`config.mk`:
```
export PLATFORM = sky130hd
export DESIGN_NAME = scc_codec
export DESIGN_NICKNAME = d
export VERILOG_FILES = /design/src/rtl/scc_pkg.sv /design/src/rtl/scc_disp.sv /design/src/rtl/scc_codec.sv
export SDC_FILE = /design/constraint.sdc
export NUM_CORES = 1
export LEC_CHECK = 0
export BUFFER_PORTS_ARGS = -buffer_cell sky130_fd_sc_hd__buf_2
export CAP_MARGIN = 0
export CORE_MARGIN = 3
export CORE_UTILIZATION = 52
export CTS_CLUSTER_SIZE = 25
export DETAILED_ROUTE_END_ITERATION = 10
export GPL_TIMING_DRIVEN = 0
export PLACE_DENSITY = 0.88
export SKIP_CTS_REPAIR_TIMING = 1
export SLEW_MARGIN = 30
export SYNTH_ARGS = -nofsm -noshare
export SYNTH_HDL_FRONTEND = slang
export SYNTH_SLANG_ARGS = --single-unit
export TNS_END_PERCENT = 100
```
`constraint.sdc`:
```
create_clock -name clk_sys_i -period 5.7 [get_ports clk_sys_i]
set_input_delay 1.14 -clock clk_sys_i [delete_from_list [all_inputs] [get_ports clk_sys_i]]
set_output_delay 1.14 -clock clk_sys_i [all_outputs]
set_load 0.05 [all_outputs]
```
`src/rtl/scc_pkg.sv`:
```
// special character codec package: register map, character tables, types
// assumes 10-bit characters held in printed order, bit 9 = a, bit 0 = j
package scc_pkg;

  // register byte offsets
  localparam logic [3:0] SCC_REG_CTRL = 4'h0;
  localparam logic [3:0] SCC_REG_STATUS = 4'h4;
  localparam logic [3:0] SCC_REG_MASK = 4'h8;
  localparam logic [3:0] SCC_REG_STATE = 4'hC;

  // control fields
  localparam int SCC_CTRL_FRAMER_EN = 0;
  localparam int SCC_CTRL_FMT_LO = 8;
  localparam logic [7:0] SCC_FMT_RESET = 8'h00;

  // event bits of status and mask
  localparam int SCC_EV_W = 4;
  localparam int SCC_EV_COMMA = 0;
  localparam int SCC_EV_RX_RDERR = 1;
  localparam int SCC_EV_RX_VIOL = 2;
  localparam int SCC_EV_TX_IDLE = 3;

  // state register fields
  localparam int SCC_ST_TX_RD = 0;
  localparam int SCC_ST_RX_RD = 1;
  localparam int SCC_ST_LSB_PEND = 2;

  // forced bit of the character after an end-of-frame code (bit a)
  localparam int SCC_TX_LSB_POS = 9;

  // receive status field values
  localparam logic [2:0] SCC_RXST_DATA = 3'h0;
  localparam logic [2:0] SCC_RXST_SPECIAL = 3'h1;

  // special codes outside the table
  localparam logic [7:0] SCC_C_EOF = 8'h22;
  localparam logic [7:0] SCC_C_VIOL = 8'hE0;
  localparam logic [7:0] SCC_C_KNEG = 8'hE1;
  localparam logic [7:0] SCC_C_KPOS = 8'hE2;
  localparam logic [7:0] SCC_C_RDERR = 8'hE4;

  // table of twelve special characters; positive form is the complement
  localparam int SCC_K_N = 12;
  localparam int SCC_K28_5 = 5;
  localparam logic [9:0] SCC_K_RDN [SCC_K_N] = '{
    10'h0F4, 10'h0F9, 10'h0F5, 10'h0F3, 10'h0F2, 10'h0FA,
    10'h0F6, 10'h0F8, 10'h3A8, 10'h368, 10'h2E8, 10'h1E8};
  localparam logic [7:0] SCC_K_ALT [SCC_K_N] = '{
    8'h1C, 8'h3C, 8'h5C, 8'h7C, 8'h9C, 8'hBC,
    8'hDC, 8'hFC, 8'hF7, 8'hFB, 8'hFD, 8'hFE};
  localparam logic [9:0] SCC_VIOL_RDN = 10'h278;
  localparam logic [9:0] SCC_RDERR_RDN = 10'h375;

  // neutral character count of ones
  localparam logic [3:0] SCC_ONES_NEUTRAL = 4'h5;

  typedef struct packed {
    logic       special;
    logic [7:0] code;
  } scc_tx_char_t;

  typedef struct packed {
    logic [2:0] status;
    logic [7:0] code;
  } scc_rx_char_t;

endpackage : scc_pkg

```
`src/rtl/scc_disp.sv`:
```
// running disparity step for one 10-bit character
// assumes the character is already chosen; pure combinational
`timescale 1ns/10ps
`default_nettype none

module scc_disp (
  input wire logic [9:0] char_i, // transmission character
  input wire logic rd_i,         // running disparity before, 1 = plus
  output logic rd_o              // running disparity after
);
  import scc_pkg::*;

  logic [3:0] ones;

  always_comb begin
    ones = 4'h0;
    for (int i = 0; i < 10; i++) begin
      ones = ones + {3'h0, char_i[i]};
    end
    if (ones > SCC_ONES_NEUTRAL) begin
      rd_o = 1'b1;
    end else if (ones < SCC_ONES_NEUTRAL) begin
      rd_o = 1'b0;
    end else begin
      rd_o = rd_i;
    end
  end

endmodule : scc_disp

`default_nettype wire

```
`src/rtl/scc_codec.sv`:
```
// special character codec for one channel: transmit mapping, receive
// reporting, running disparity in both directions, avalon register slave
// assumes data-character tables sit outside and follow tx_rd_o / rx_rd_o;
// all character inputs come from logic on clk_sys_i, one character a cycle
`timescale 1ns/10ps
`default_nettype none

module scc_codec #(
  parameter int CHAN_IDX = 0 // which format select bit this channel uses
) (
  input wire logic clk_sys_i,                  // character clock
  input wire logic rst_b_i,                    // async reset, active low
  input wire logic [3:0] avs_address_i,        // byte address
  input wire logic avs_read_i,                 // read request
  input wire logic avs_write_i,                // write request
  input wire logic [31:0] avs_writedata_i,     // write data
  input wire logic [3:0] avs_byteenable_i,     // byte lanes
  output logic [31:0] avs_readdata_o,          // read data
  output logic avs_waitrequest_o,              // stall
  output logic irq_o,                          // level interrupt
  input wire logic tx_valid_i,                 // host character present
  input wire scc_pkg::scc_tx_char_t tx_char_i, // host character
  input wire logic tx_force_violation_i,       // send code violation
  input wire logic [9:0] tx_data_rdn_i,        // data char, RD- form
  input wire logic [9:0] tx_data_rdp_i,        // data char, RD+ form
  output logic tx_rd_o,                        // transmit RD, 1 = plus
  output logic [9:0] tx_code_o,                // transmission character
  output logic tx_idle_o,                      // idle fill was sent
  input wire logic rx_valid_i,                 // received character
  input wire logic [9:0] rx_code_i,            // received character
  input wire logic [7:0] rx_data_byte_i,       // data table result
  input wire logic rx_data_in_rdn_i,           // found in RD- column
  input wire logic rx_data_in_rdp_i,           // found in RD+ column
  output scc_pkg::scc_rx_char_t rx_char_o,     // decoded character
  output logic rx_valid_o,                     // decoded char strobe
  output logic rx_comma_o,                     // framing comma seen
  output logic rx_rd_o                         // receive RD, 1 = plus
);
  import scc_pkg::*;

  ////////////////////////////////////////////////////////////////////////
  // registers and bus slave

  logic framer_en_ff;
  logic [7:0] fmt_sel_ff;
  logic [SCC_EV_W-1:0] status_ff;
  logic [SCC_EV_W-1:0] mask_ff;
  logic [SCC_EV_W-1:0] events;
  logic ack_ff;
  logic req;
  logic wr_go;
  logic [31:0] nxt_readdata;
  logic tx_rd_ff;
  logic rx_rd_ff;
  logic lsb_pend_ff;
  logic fmt_alt;

  assign req = avs_read_i | avs_write_i;
  // one stall cycle lets read data come from a flip-flop
  assign avs_waitrequest_o = req & ~ack_ff;
  assign wr_go = avs_write_i & ack_ff;
  assign fmt_alt = fmt_sel_ff[CHAN_IDX];

  always_ff @(posedge clk_sys_i or negedge rst_b_i) begin
    if (!rst_b_i) begin
      ack_ff <= 1'b0;
    end else begin
      ack_ff <= req & ~ack_ff;
    end
  end

  always_comb begin
    nxt_readdata = 32'h0000_0000;
    if (avs_address_i == SCC_REG_CTRL) begin
      nxt_readdata[SCC_CTRL_FRAMER_EN] = framer_en_ff;
      nxt_readdata[SCC_CTRL_FMT_LO +: 8] = fmt_sel_ff;
    end else if (avs_address_i == SCC_REG_STATUS) begin
      nxt_readdata[SCC_EV_W-1:0] = status_ff;
    end else if (avs_address_i == SCC_REG_MASK) begin
      nxt_readdata[SCC_EV_W-1:0] = mask_ff;
    end else if (avs_address_i == SCC_REG_STATE) begin
      nxt_readdata[SCC_ST_TX_RD] = tx_rd_ff;
      nxt_readdata[SCC_ST_RX_RD] = rx_rd_ff;
      nxt_readdata[SCC_ST_LSB_PEND] = lsb_pend_ff;
    end
  end

  always_ff @(posedge clk_sys_i or negedge rst_b_i) begin
    if (!rst_b_i) begin
      avs_readdata_o <= 32'h0000_0000;
    end else if (avs_read_i & ~ack_ff) begin
      avs_readdata_o <= nxt_readdata;
    end
  end

  always_ff @(posedge clk_sys_i or negedge rst_b_i) begin
    if (!rst_b_i) begin
      framer_en_ff <= 1'b0;
      fmt_sel_ff <= SCC_FMT_RESET;
      mask_ff <= '0;
    end else if (wr_go) begin
      if (avs_address_i == SCC_REG_CTRL) begin
        if (avs_byteenable_i[0]) begin
          framer_en_ff <= avs_writedata_i[SCC_CTRL_FRAMER_EN];
        end
        if (avs_byteenable_i[1]) begin
          fmt_sel_ff <= avs_writedata_i[SCC_CTRL_FMT_LO +: 8];
        end
      end else if (avs_address_i == SCC_REG_MASK && avs_byteenable_i[0]) begin
        mask_ff <= avs_writedata_i[SCC_EV_W-1:0];
      end
    end
  end

  // new events win over a write-one clear in the same cycle
  always_ff @(posedge clk_sys_i or negedge rst_b_i) begin
    if (!rst_b_i) begin
      status_ff <= '0;
    end else if (wr_go && avs_address_i == SCC_REG_STATUS &&
                 avs_byteenable_i[0]) begin
      status_ff <= (status_ff & ~avs_writedata_i[SCC_EV_W-1:0]) | events;
    end else begin
      status_ff <= status_ff | events;
    end
  end

  assign irq_o = |(status_ff & mask_ff);

  ////////////////////////////////////////////////////////////////////////
  // transmit

  logic [9:0] nxt_tx_code;
  logic nxt_tx_rd;
  logic nxt_lsb_pend;
  logic tx_k_hit;
  int tx_k_idx;

  always_comb begin
    tx_k_hit = 1'b0;
    tx_k_idx = 0;
    for (int i = 0; i < SCC_K_N; i++) begin
      if (tx_char_i.code == 8'(i) || tx_char_i.code == SCC_K_ALT[i]) begin
        tx_k_hit = 1'b1;
        tx_k_idx = i;
      end
    end
  end

  always_comb begin
    nxt_lsb_pend = 1'b0;
    if (tx_force_violation_i) begin
      nxt_tx_code = tx_rd_ff ? ~SCC_VIOL_RDN : SCC_VIOL_RDN;
    end else if (!tx_valid_i) begin
      nxt_tx_code = tx_rd_ff ? ~SCC_K_RDN[SCC_K28_5] : SCC_K_RDN[SCC_K28_5];
    end else if (!tx_char_i.special) begin
      nxt_tx_code = tx_rd_ff ? tx_data_rdp_i : tx_data_rdn_i;
    end else if (tx_k_hit) begin
      nxt_tx_code = tx_rd_ff ? ~SCC_K_RDN[tx_k_idx] : SCC_K_RDN[tx_k_idx];
    end else begin
      case (tx_char_i.code)
        SCC_C_VIOL: begin
          nxt_tx_code = tx_rd_ff ? ~SCC_VIOL_RDN : SCC_VIOL_RDN;
        end
        SCC_C_KNEG: begin
          nxt_tx_code = SCC_K_RDN[SCC_K28_5];
        end
        SCC_C_KPOS: begin
          nxt_tx_code = ~SCC_K_RDN[SCC_K28_5];
        end
        SCC_C_RDERR: begin
          nxt_tx_code = tx_rd_ff ? ~SCC_RDERR_RDN : SCC_RDERR_RDN;
        end
        SCC_C_EOF: begin
          nxt_tx_code = tx_rd_ff ? ~SCC_K_RDN[SCC_K28_5]
                                 : SCC_K_RDN[SCC_K28_5];
          nxt_lsb_pend = 1'b1;
        end
        // reserved codes fall back to plain fill
        default: begin
          nxt_tx_code = tx_rd_ff ? ~SCC_K_RDN[SCC_K28_5]
                                 : SCC_K_RDN[SCC_K28_5];
        end
      endcase
    end
    // force bit by disparity at start
    if (lsb_pend_ff) begin
      nxt_tx_code[SCC_TX_LSB_POS] = ~tx_rd_ff;
    end
  end

  scc_disp u_tx_disp (
    .char_i(nxt_tx_code),
    .rd_i(tx_rd_ff),
    .rd_o(nxt_tx_rd)
  );

  always_ff @(posedge clk_sys_i or negedge rst_b_i) begin
    if (!rst_b_i) begin
      tx_code_o <= 10'h000;
      tx_rd_ff <= 1'b0;
      lsb_pend_ff <= 1'b0;
      tx_idle_o <= 1'b0;
    end else begin
      tx_code_o <= nxt_tx_code;
      tx_rd_ff <= nxt_tx_rd;
      lsb_pend_ff <= nxt_lsb_pend;
      tx_idle_o <= ~tx_valid_i;
    end
  end

  assign tx_rd_o = tx_rd_ff;

  ////////////////////////////////////////////////////////////////////////
  // receive

  scc_rx_char_t nxt_rx_char;
  logic nxt_rx_rd;
  logic rx_k_hit;
  logic rx_k_neg;
  logic rx_is_comma;
  int rx_k_idx;

  always_comb begin
    rx_k_hit = 1'b0;
    rx_k_neg = 1'b0;
    rx_k_idx = 0;
    for (int i = 0; i < SCC_K_N; i++) begin
      if (rx_code_i == SCC_K_RDN[i] || rx_code_i == ~SCC_K_RDN[i]) begin
        rx_k_hit = 1'b1;
        rx_k_neg = (rx_code_i == SCC_K_RDN[i]);
        rx_k_idx = i;
      end
    end
    rx_is_comma = rx_k_hit && rx_k_idx == SCC_K28_5;
  end

  always_comb begin
    nxt_rx_char.status = SCC_RXST_SPECIAL;
    nxt_rx_char.code = SCC_C_VIOL;
    if (rx_k_hit) begin
      if (rx_is_comma && rx_k_neg && rx_rd_ff) begin
        nxt_rx_char.code = SCC_C_KNEG;
      end else if (rx_is_comma && !rx_k_neg && !rx_rd_ff) begin
        nxt_rx_char.code = SCC_C_KPOS;
      end else if (rx_k_neg == rx_rd_ff) begin
        nxt_rx_char.code = SCC_C_RDERR;
      end else begin
        nxt_rx_char.code = fmt_alt ? SCC_K_ALT[rx_k_idx] : 8'(rx_k_idx);
      end
    end else if (rx_data_in_rdn_i || rx_data_in_rdp_i) begin
      if (rx_rd_ff ? rx_data_in_rdp_i : rx_data_in_rdn_i) begin
        // data after a comma stays data
        nxt_rx_char.status = SCC_RXST_DATA;
        nxt_rx_char.code = rx_data_byte_i;
      end else begin
        nxt_rx_char.code = SCC_C_RDERR;
      end
    end
  end

  scc_disp u_rx_disp (
    .char_i(rx_code_i),
    .rd_i(rx_rd_ff),
    .rd_o(nxt_rx_rd)
  );

  always_ff @(posedge clk_sys_i or negedge rst_b_i) begin
    if (!rst_b_i) begin
      rx_char_o <= '0;
      rx_valid_o <= 1'b0;
      rx_comma_o <= 1'b0;
      rx_rd_ff <= 1'b0;
    end else begin
      rx_valid_o <= rx_valid_i;
      rx_comma_o <= rx_valid_i & rx_is_comma & framer_en_ff;
      if (rx_valid_i) begin
        rx_char_o <= nxt_rx_char;
        rx_rd_ff <= nxt_rx_rd;
      end
    end
  end

  assign rx_rd_o = rx_rd_ff;

  always_comb begin
    events = '0;
    events[SCC_EV_COMMA] = rx_valid_i & rx_is_comma & framer_en_ff;
    events[SCC_EV_RX_RDERR] = rx_valid_i &
                              nxt_rx_char.code == SCC_C_RDERR;
    events[SCC_EV_RX_VIOL] = rx_valid_i & nxt_rx_char.code == SCC_C_VIOL &
                             nxt_rx_char.status == SCC_RXST_SPECIAL;
    events[SCC_EV_TX_IDLE] = ~tx_valid_i;
  end
endmodule : scc_codec

`default_nettype wire

```
Word level (Yosys, flattened, before mapping)
Memories as Yosys holds them, arrays and structs flattened.
Index checks and enable logic that the tools add are counted.

cells by class
  eq/ne operators = 60
  add/sub/neg operators = 18
  reductions and logical operators = 44
  muxes and demuxes = 100
  bitwise gates (word level) = 21
  order comparisons = 6

operator list
  operator                                                                 number
  32-bit two-way mux                                                       20
  10-bit equality test (second input constant)                             12
  8-bit equality test (second input constant)                              14
  10-bit two-way mux                                                       11
  10-bit by 8-bit equality test with 1-bit output (second input constant)  9
  8-bit two-way mux                                                        9
  4-bit by 1-bit adder with 4-bit output                                   16
  32-bit by 5-bit >= comparator with 1-bit output (second input constant)  2
  32-bit NOT                                                               2
  1-bit two-way mux                                                        52
  10-bit one-hot mux with 4 select lines                                   1
  32-bit by 4-bit equality test with 1-bit output (second input constant)  1
  8-bit by 3-bit equality test with 1-bit output (second input constant)   4
  8-bit by 4-bit equality test with 1-bit output (second input constant)   4
  1-bit logical OR                                                         25
  10-bit by 9-bit equality test with 1-bit output (second input constant)  2
  8-bit by 2-bit equality test with 1-bit output (second input constant)   2
  8-bit by 6-bit equality test with 1-bit output (second input constant)   2
  8-bit by 7-bit equality test with 1-bit output (second input constant)   2
  3-bit two-way mux                                                        4
  11-bit two-way mux                                                       1
  10-bit by 7-bit equality test with 1-bit output (second input constant)  1
  10-bit NOT                                                               1
  3-bit AND reduction                                                      3
  other kinds (23)                                                         49

storage, ports and cells
  output and inout port bits = 60
  bits of input ports = 96
  ROM bits = 288
  register bits after elaboration = 57
  logic and storage cells = 266
  memories kept = 2

memory list
  name             words  bits a word  read ports  clocked after Yosys merged registers in  wr ports  RTL line          RTL
  (no name shown)  16     10           1           0                                        0         scc_codec.sv:158  nxt_tx_code = tx_rd_ff ? ~SCC_K_RDN[tx_k_idx] : SCC_K_RDN[tx_k_idx];
  (no name shown)  16     8            1           0                                        0         scc_codec.sv:248  nxt_rx_char.code = fmt_alt ? SCC_K_ALT[rx_k_idx] : 8'(rx_k_idx);

Logic depth before layout (Yosys ltp)
  depth after elaboration = 35
  gate-level depth with buffers = 21
  depth with buffers taken out = 19

Modules after synthesis
Synthesis repeated with hierarchy kept, for this count alone.

second synthesis, totals
  cell total of the unflattened synthesis = 549
  area total of the unflattened synthesis = 4,645.7 µm²

modules (own cells, without submodules)
  module     area each (µm²)  cells an instance  sequential area each (µm²)  times used
  scc_codec  4,197.8          501                1,376.3                     1
  scc_disp   224.0            24                 0.0                         2

Worst setup path before layout
Ideal clock, no wire load.

  path kind = in2reg
  start = in tx_char_i[7] (netlist bit)
  end = reg tx_rd_ff, in the netlist tx_rd_o
  setup time = 0.127 ns
  data arrival time = 5.871 ns
  required time = 5.573 ns
  path slack = -0.298 ns
  path buffers = 2
  stages on the path = 20
  path through = buf_2 > or4_1 > clkbuf_1 > nor3_1 > o21a_1 > a2111oi_2 > nand2_1 > nor2_1 > a211oi_1 > o31a_1 > ha_1 > inv_1 > fa_1 > fa_1 > fa_1 > fa_1 > inv_1 > fa_1 > a21oi_1 > o21ai_0

on the way
  longest elaborated chain between the ends = 34
  elaborated cells between the ends (all ways) = 88
  classes of those cells = add/sub: 9; order compare: 2; eq/ne: 27; mux: 33; bitwise: 2; reduce/logical: 14; memory: 1

ends and longest elaborated chain
  what                                                                                                                               RTL line                        RTL
  from (decl)                                                                                                                        scc_codec.sv:22                 input wire scc_pkg::scc_tx_char_t tx_char_i,
  8-bit by 1-bit equality test with 1-bit output or 8-bit by 6-bit equality test with 1-bit output (tied branches)                   scc_codec.sv:142                if (tx_char_i.code == 8'(i) || tx_char_i.code == SCC_K_ALT[i]) begin
  1-bit logical OR                                                                                                                   scc_codec.sv:142
  1-bit two-way mux                                                                                                                  scc_codec.sv:142
  32-bit two-way mux (10 in a row)                                                                                                   scc_codec.sv:142
  32-bit NOT (implied by the code)                                                                                                   scc_codec.sv:158
  memory read 16 x 10 bit                                                                                                            n/a
  10-bit two-way mux (implied by the code) (2 in a row)                                                                              scc_codec.sv:158
  10-bit NOT                                                                                                                         scc_codec.sv:158
  [... 2 more ...]                                                                                                                   n/a
  10-bit two-way mux (*)                                                                                                             scc_codec.sv:155                end else if (!tx_char_i.special) begin
  10-bit two-way mux (*)                                                                                                             scc_codec.sv:153                end else if (!tx_valid_i) begin
  10-bit two-way mux (*)                                                                                                             scc_codec.sv:151                if (tx_force_violation_i) begin
  net nxt_tx_code[0]                                                                                                                 scc_codec.sv:132                logic [9:0] nxt_tx_code;
  1-bit by 1-bit adder with 2-bit output (*)                                                                                         scc_disp.sv:18                  ones = ones + {3'h0, char_i[i]};
  4-bit by 1-bit adder with 4-bit output (*) (8 in a row)                                                                            scc_disp.sv:18
  4-bit by 3-bit greater-than comparator with 1-bit output or 4-bit by 3-bit less-than comparator with 1-bit output (tied branches)  scc_disp.sv:20, scc_disp.sv:22
  1-bit two-way mux or 2-bit nonzero test (tied branches)                                                                            n/a
  to (signal assigned)                                                                                                               scc_codec.sv:205                tx_rd_ff <= nxt_tx_rd;
  to (decl)                                                                                                                          scc_codec.sv:53                 logic tx_rd_ff;

Mark *: on every way through the listed nets, which the timed path passes. The rest lies on a longest branch. The select of a mux whose other input is x is not followed.
A chain may end at the register's enable or synchronous reset.

Worst setup path in the final report
  start = in tx_char_i[5] (netlist bit)
  end = reg tx_rd_ff, in the netlist tx_rd_o

The elaborated chain is that of the path after synthesis.

==> impl_metrics.csv <==
group,metric,value,unit
outcome,status,"finished with violations",
outcome,violations,"setup timing",
finish,nNetsFinal,849,
floorplan,io_pins,156,
placed_design,placedCellCount,811,
routing,avgRoutedWirePerCell,16.41,um
placed_design,place.gp.congestion,0.9512,
floorplan,die_w,102.0,um
logic_synthesis,synth_top_area_share,28.71,%
grt,gr-total-overflow,0,
routing,ant_nets,0,
logic_synthesis,async_flop_share,100.0,%
timing,fin_crit,5.908,ns
power_and_ir_drop,ir_drop,0.3164,mV
routing,first_iter_violations,292,
clock_tree,clkLatencyLatePin,0.31,ns
routing,first_pass_iters,5,
logic_synthesis,syn_inst,579,
finish,antenna_cells,0,
worst_setup_path,required,5.89,ns
timing,tightest_slew,0.9040,ns
finish,nFillCells,702,
floorplan,num_rows,34,
timing,final_max_slew_viol_count,0,
finish,layout-drive-gt1-share,29.26,%
finish,multi_input_area,3197,sq um
worst_setup_path,crit_fanout,7,
routing,num_vias,5082,
timing,rsz0062_at_grt,"true",
logic_synthesis,synth_seq_cells,55,
timing,finalHoldViolations,0,
floorplan,chipHeight,102.0,um
timing,fin_crit_sh,103.7,%
clock_tree,clk_pin_slew_worst_paths,0.09,ns
placed_design,port_buffers,103,
logic_synthesis,yosysUniqueCellTypes,80,
power_and_ir_drop,total_power,0.002053,W
timing,final-setup-viol-count,1,
worst_setup_path,crit_type,"input pin to flop",
finish,instances_no_fill,836,
worst_setup_path,startpoint_type,"input pin",
timing,relSlewSlack,39.57,%
grt,grt_pass1_wl,20730,um
timing,skew,0.007310,ns
finish,syn_to_final_growth,24.12,%
floorplan,die_area,10410,sq um
power_and_ir_drop,power.leakage,2.795,nW
timing,fmax,169.3,MHz
clock_tree,cts_sinks,55,
routing,routed_wl,13720,um
power_and_ir_drop,p_per_area,345.0,nW/um^2
timing,fin_ws,-0.2083,ns
logic_synthesis,syn_area,4793,sq um
clock_tree,htreeDepth,2,
logic_synthesis,synth.yosys.seq_area_share,28.71,%
grt,antenna_found_initial,0,
flow_run,maxCapViolCount,0,
finish,seq_area,1376,sq um
logic_synthesis,syn_avg_cell_area,8.279,sq um
worst_setup_path,arrival,6.10,ns
floorplan,initial_core_util,54.17,%
logic_synthesis,synth-edff-count,0,
grt,grt_pass1_vias,4537,
routing,drt-vias-per-instance,6.079,
logic_synthesis,ys.flop_type,"dfrtp_1",
clock_tree,cts_buffers,5,
logic_synthesis,synth_warnings,0,
worst_setup_path,endpoint_kind,"flop",
clock_tree,cts_tree,"built",
clock_tree,cts_buffer_depth,2,
clock_tree,clockRootBuffer,"clkbuf_8",
grt,grt_use_total,24.17,%
logic_synthesis,yosysTopAreaCell,"dfrtp_1",
routing,route.detailed.drc,0,
logic_synthesis,synth.top_cells.by_area,"dfrtp_1, fa_1, nand2_1",
floorplan,core-area,8848,sq um
placed_design,post-dp-hpwl,10440,um
hold_path,hp-class,"flop to flop",
grt,grt_start_max_net_pins,56,
[area by class of cell]
cell class	instances	area share, %
Buffer	52	5.426
Clock buffer	5	1.157
Clock inverter	2	0.2313
Inverter	40	2.524
Multi-Input combinational cell	453	53.73
Sequential cell	55	23.13
Tap cell	108	2.271
Timing Repair Buffer	121	11.52
[worst max-delay path, stage by stage]
cell	delay, ns
buf_2	0.14
nand4_1	0.33
nor2_1	0.12
o21a_1	0.21
a2111oi_4	0.48
o21ai_1	0.18
xnor2_1	0.24
a211oi_2	0.11
o31a_1	0.33
ha_1	0.30
inv_2	0.04
fa_1	0.45
fa_1	0.51
fa_1	0.45
fa_2	0.40
inv_2	0.07
fa_1	0.41
a21oi_1	0.12
o21ai_1	0.07
[registers in the layout, summed over array words and instances (netlist names)]
| name | cells |
|---|---|
| rx_valid_o | 1 |
| tx_idle_o | 1 |
| status_ff | 4 |
| fmt_sel_ff | 8 |
| rx_char_o | 9 |
| rx_comma_o | 1 |
| tx_code_o | 10 |
| lsb_pend_ff | 1 |
| mask_ff | 4 |
| ack_ff | 1 |
| rx_rd_o | 1 |
| avs_readdata_o | 12 |
| framer_en_ff | 1 |
| tx_rd_o | 1 |
[synth_stat cells (5+ instances only)]
library cell,instances
a211oi_1,8
a21o_1,6
a21oi_1,29
a22oi_1,5
a31oi_1,7
a32o_1,5
and2_1,5
and3_1,6
buf_4,22
clkbuf_1,24
dfrtp_1,55
fa_1,12
ha_1,13
inv_1,36
mux2_2,15
mux2i_1,5
nand2_1,57
nand2b_1,5
nand3_1,18
nand4_1,8
nor2_1,47
nor2b_1,7
nor3_1,16
nor4_1,5
o211ai_1,6
o21a_1,6
o21ai_0,39
o22ai_1,6
[cell families after synthesis]
family / Yosys count / share of synthesized area (%)
AO/OA/AOI/OAI: 171 / 24.82
XOR/XNOR: 8 / 1.462
adder cells (fa/ha/maj): 25 / 8.405
buffers and inverters: 93 / 9.110
flip-flops: 55 / 28.71
multiplexers: 21 / 5.038
other: 1 / 0.07823
AND/OR/NAND/NOR: 205 / 22.37
[routing by layer]
layer | routed length [um] | track usage [%]
met1 | 5429 | 31.93
met2 | 6927 | 43.53
met3 | 1170 | 2.389
met4 | 193 | 4.137
met5 | 0 | 0
[final timing paths]
path	start	end	slack, ns	depth (start not counted)
hold / removal	ack_ff	ack_ff	0.48	1
hold reg to reg	ack_ff	ack_ff	0.48	1
setup reg to reg	tx_rd_o	tx_rd_o	0.64	17
min in group asynchronous	rst_b_i	avs_readdata_o[10]	0.87	1
setup / recovery	tx_char_i[5]	tx_rd_o	-0.21	19
max in group asynchronous	rst_b_i	rx_comma_o	4.40	1
[report_power, final]
| group | switching, W | leakage, nW | total (W) | internal, W |
|---|---|---|---|---|
| sequential | 0.0000454 | 0.687 | 0.000514 | 0.000468 |
| clock | 0.000122 | 0.0440 | 0.000206 | 0.0000843 |
| combinational | 0.000850 | 2.06 | 0.00133 | 0.000483 |
| total | 0.00102 | 2.79 | 0.00205 | 0.00104 |
[through the flow]
stage	TNS [ns]	setup WS, ns	utilization [%]	instance area, sq um	hold WS, ns
2_1_floorplan	-0.06271	-0.06271	-	4933	0.4589
3_3_place_gp	-0.4986	-0.4986	63.11	5584	0.4548
3_5_place_dp	-0.5575	-0.5575	63.14	5587	0.4684
4_1_cts	-0.2253	-0.2253	64.07	5669	0.4828
5_1_grt	-0.3745	-0.3745	67.24	5949	0.5081
6_report	-0.2083	-0.2083	67.24	5949	0.4834
[layout by cell type (no fill, tap or decap), types with 5 or more instances in the layout]
| cell | n |
|---|---|
| o211ai_1 | 6 |
| nand3_1 | 18 |
| ha_1 | 13 |
| clkbuf_8 | 5 |
| nand4_1 | 8 |
| a31oi_1 | 7 |
| o21a_1 | 6 |
| a22oi_1 | 5 |
| nand2_1 | 57 |
| conb_1 | 22 |
| dfrtp_1 | 55 |
| a21oi_1 | 28 |
| and3_1 | 6 |
| o22ai_1 | 5 |
| fa_1 | 11 |
| nor3_1 | 13 |
| clkbuf_1 | 18 |
| nor2b_1 | 7 |
| mux2_2 | 15 |
| a21o_1 | 6 |
| buf_4 | 41 |
| o21ai_0 | 36 |
| a211oi_1 | 7 |
| nand2b_1 | 5 |
| buf_2 | 102 |
| nor2_1 | 46 |
| a32o_1 | 5 |
| inv_1 | 34 |
Power figures use the tool's default switching activity.
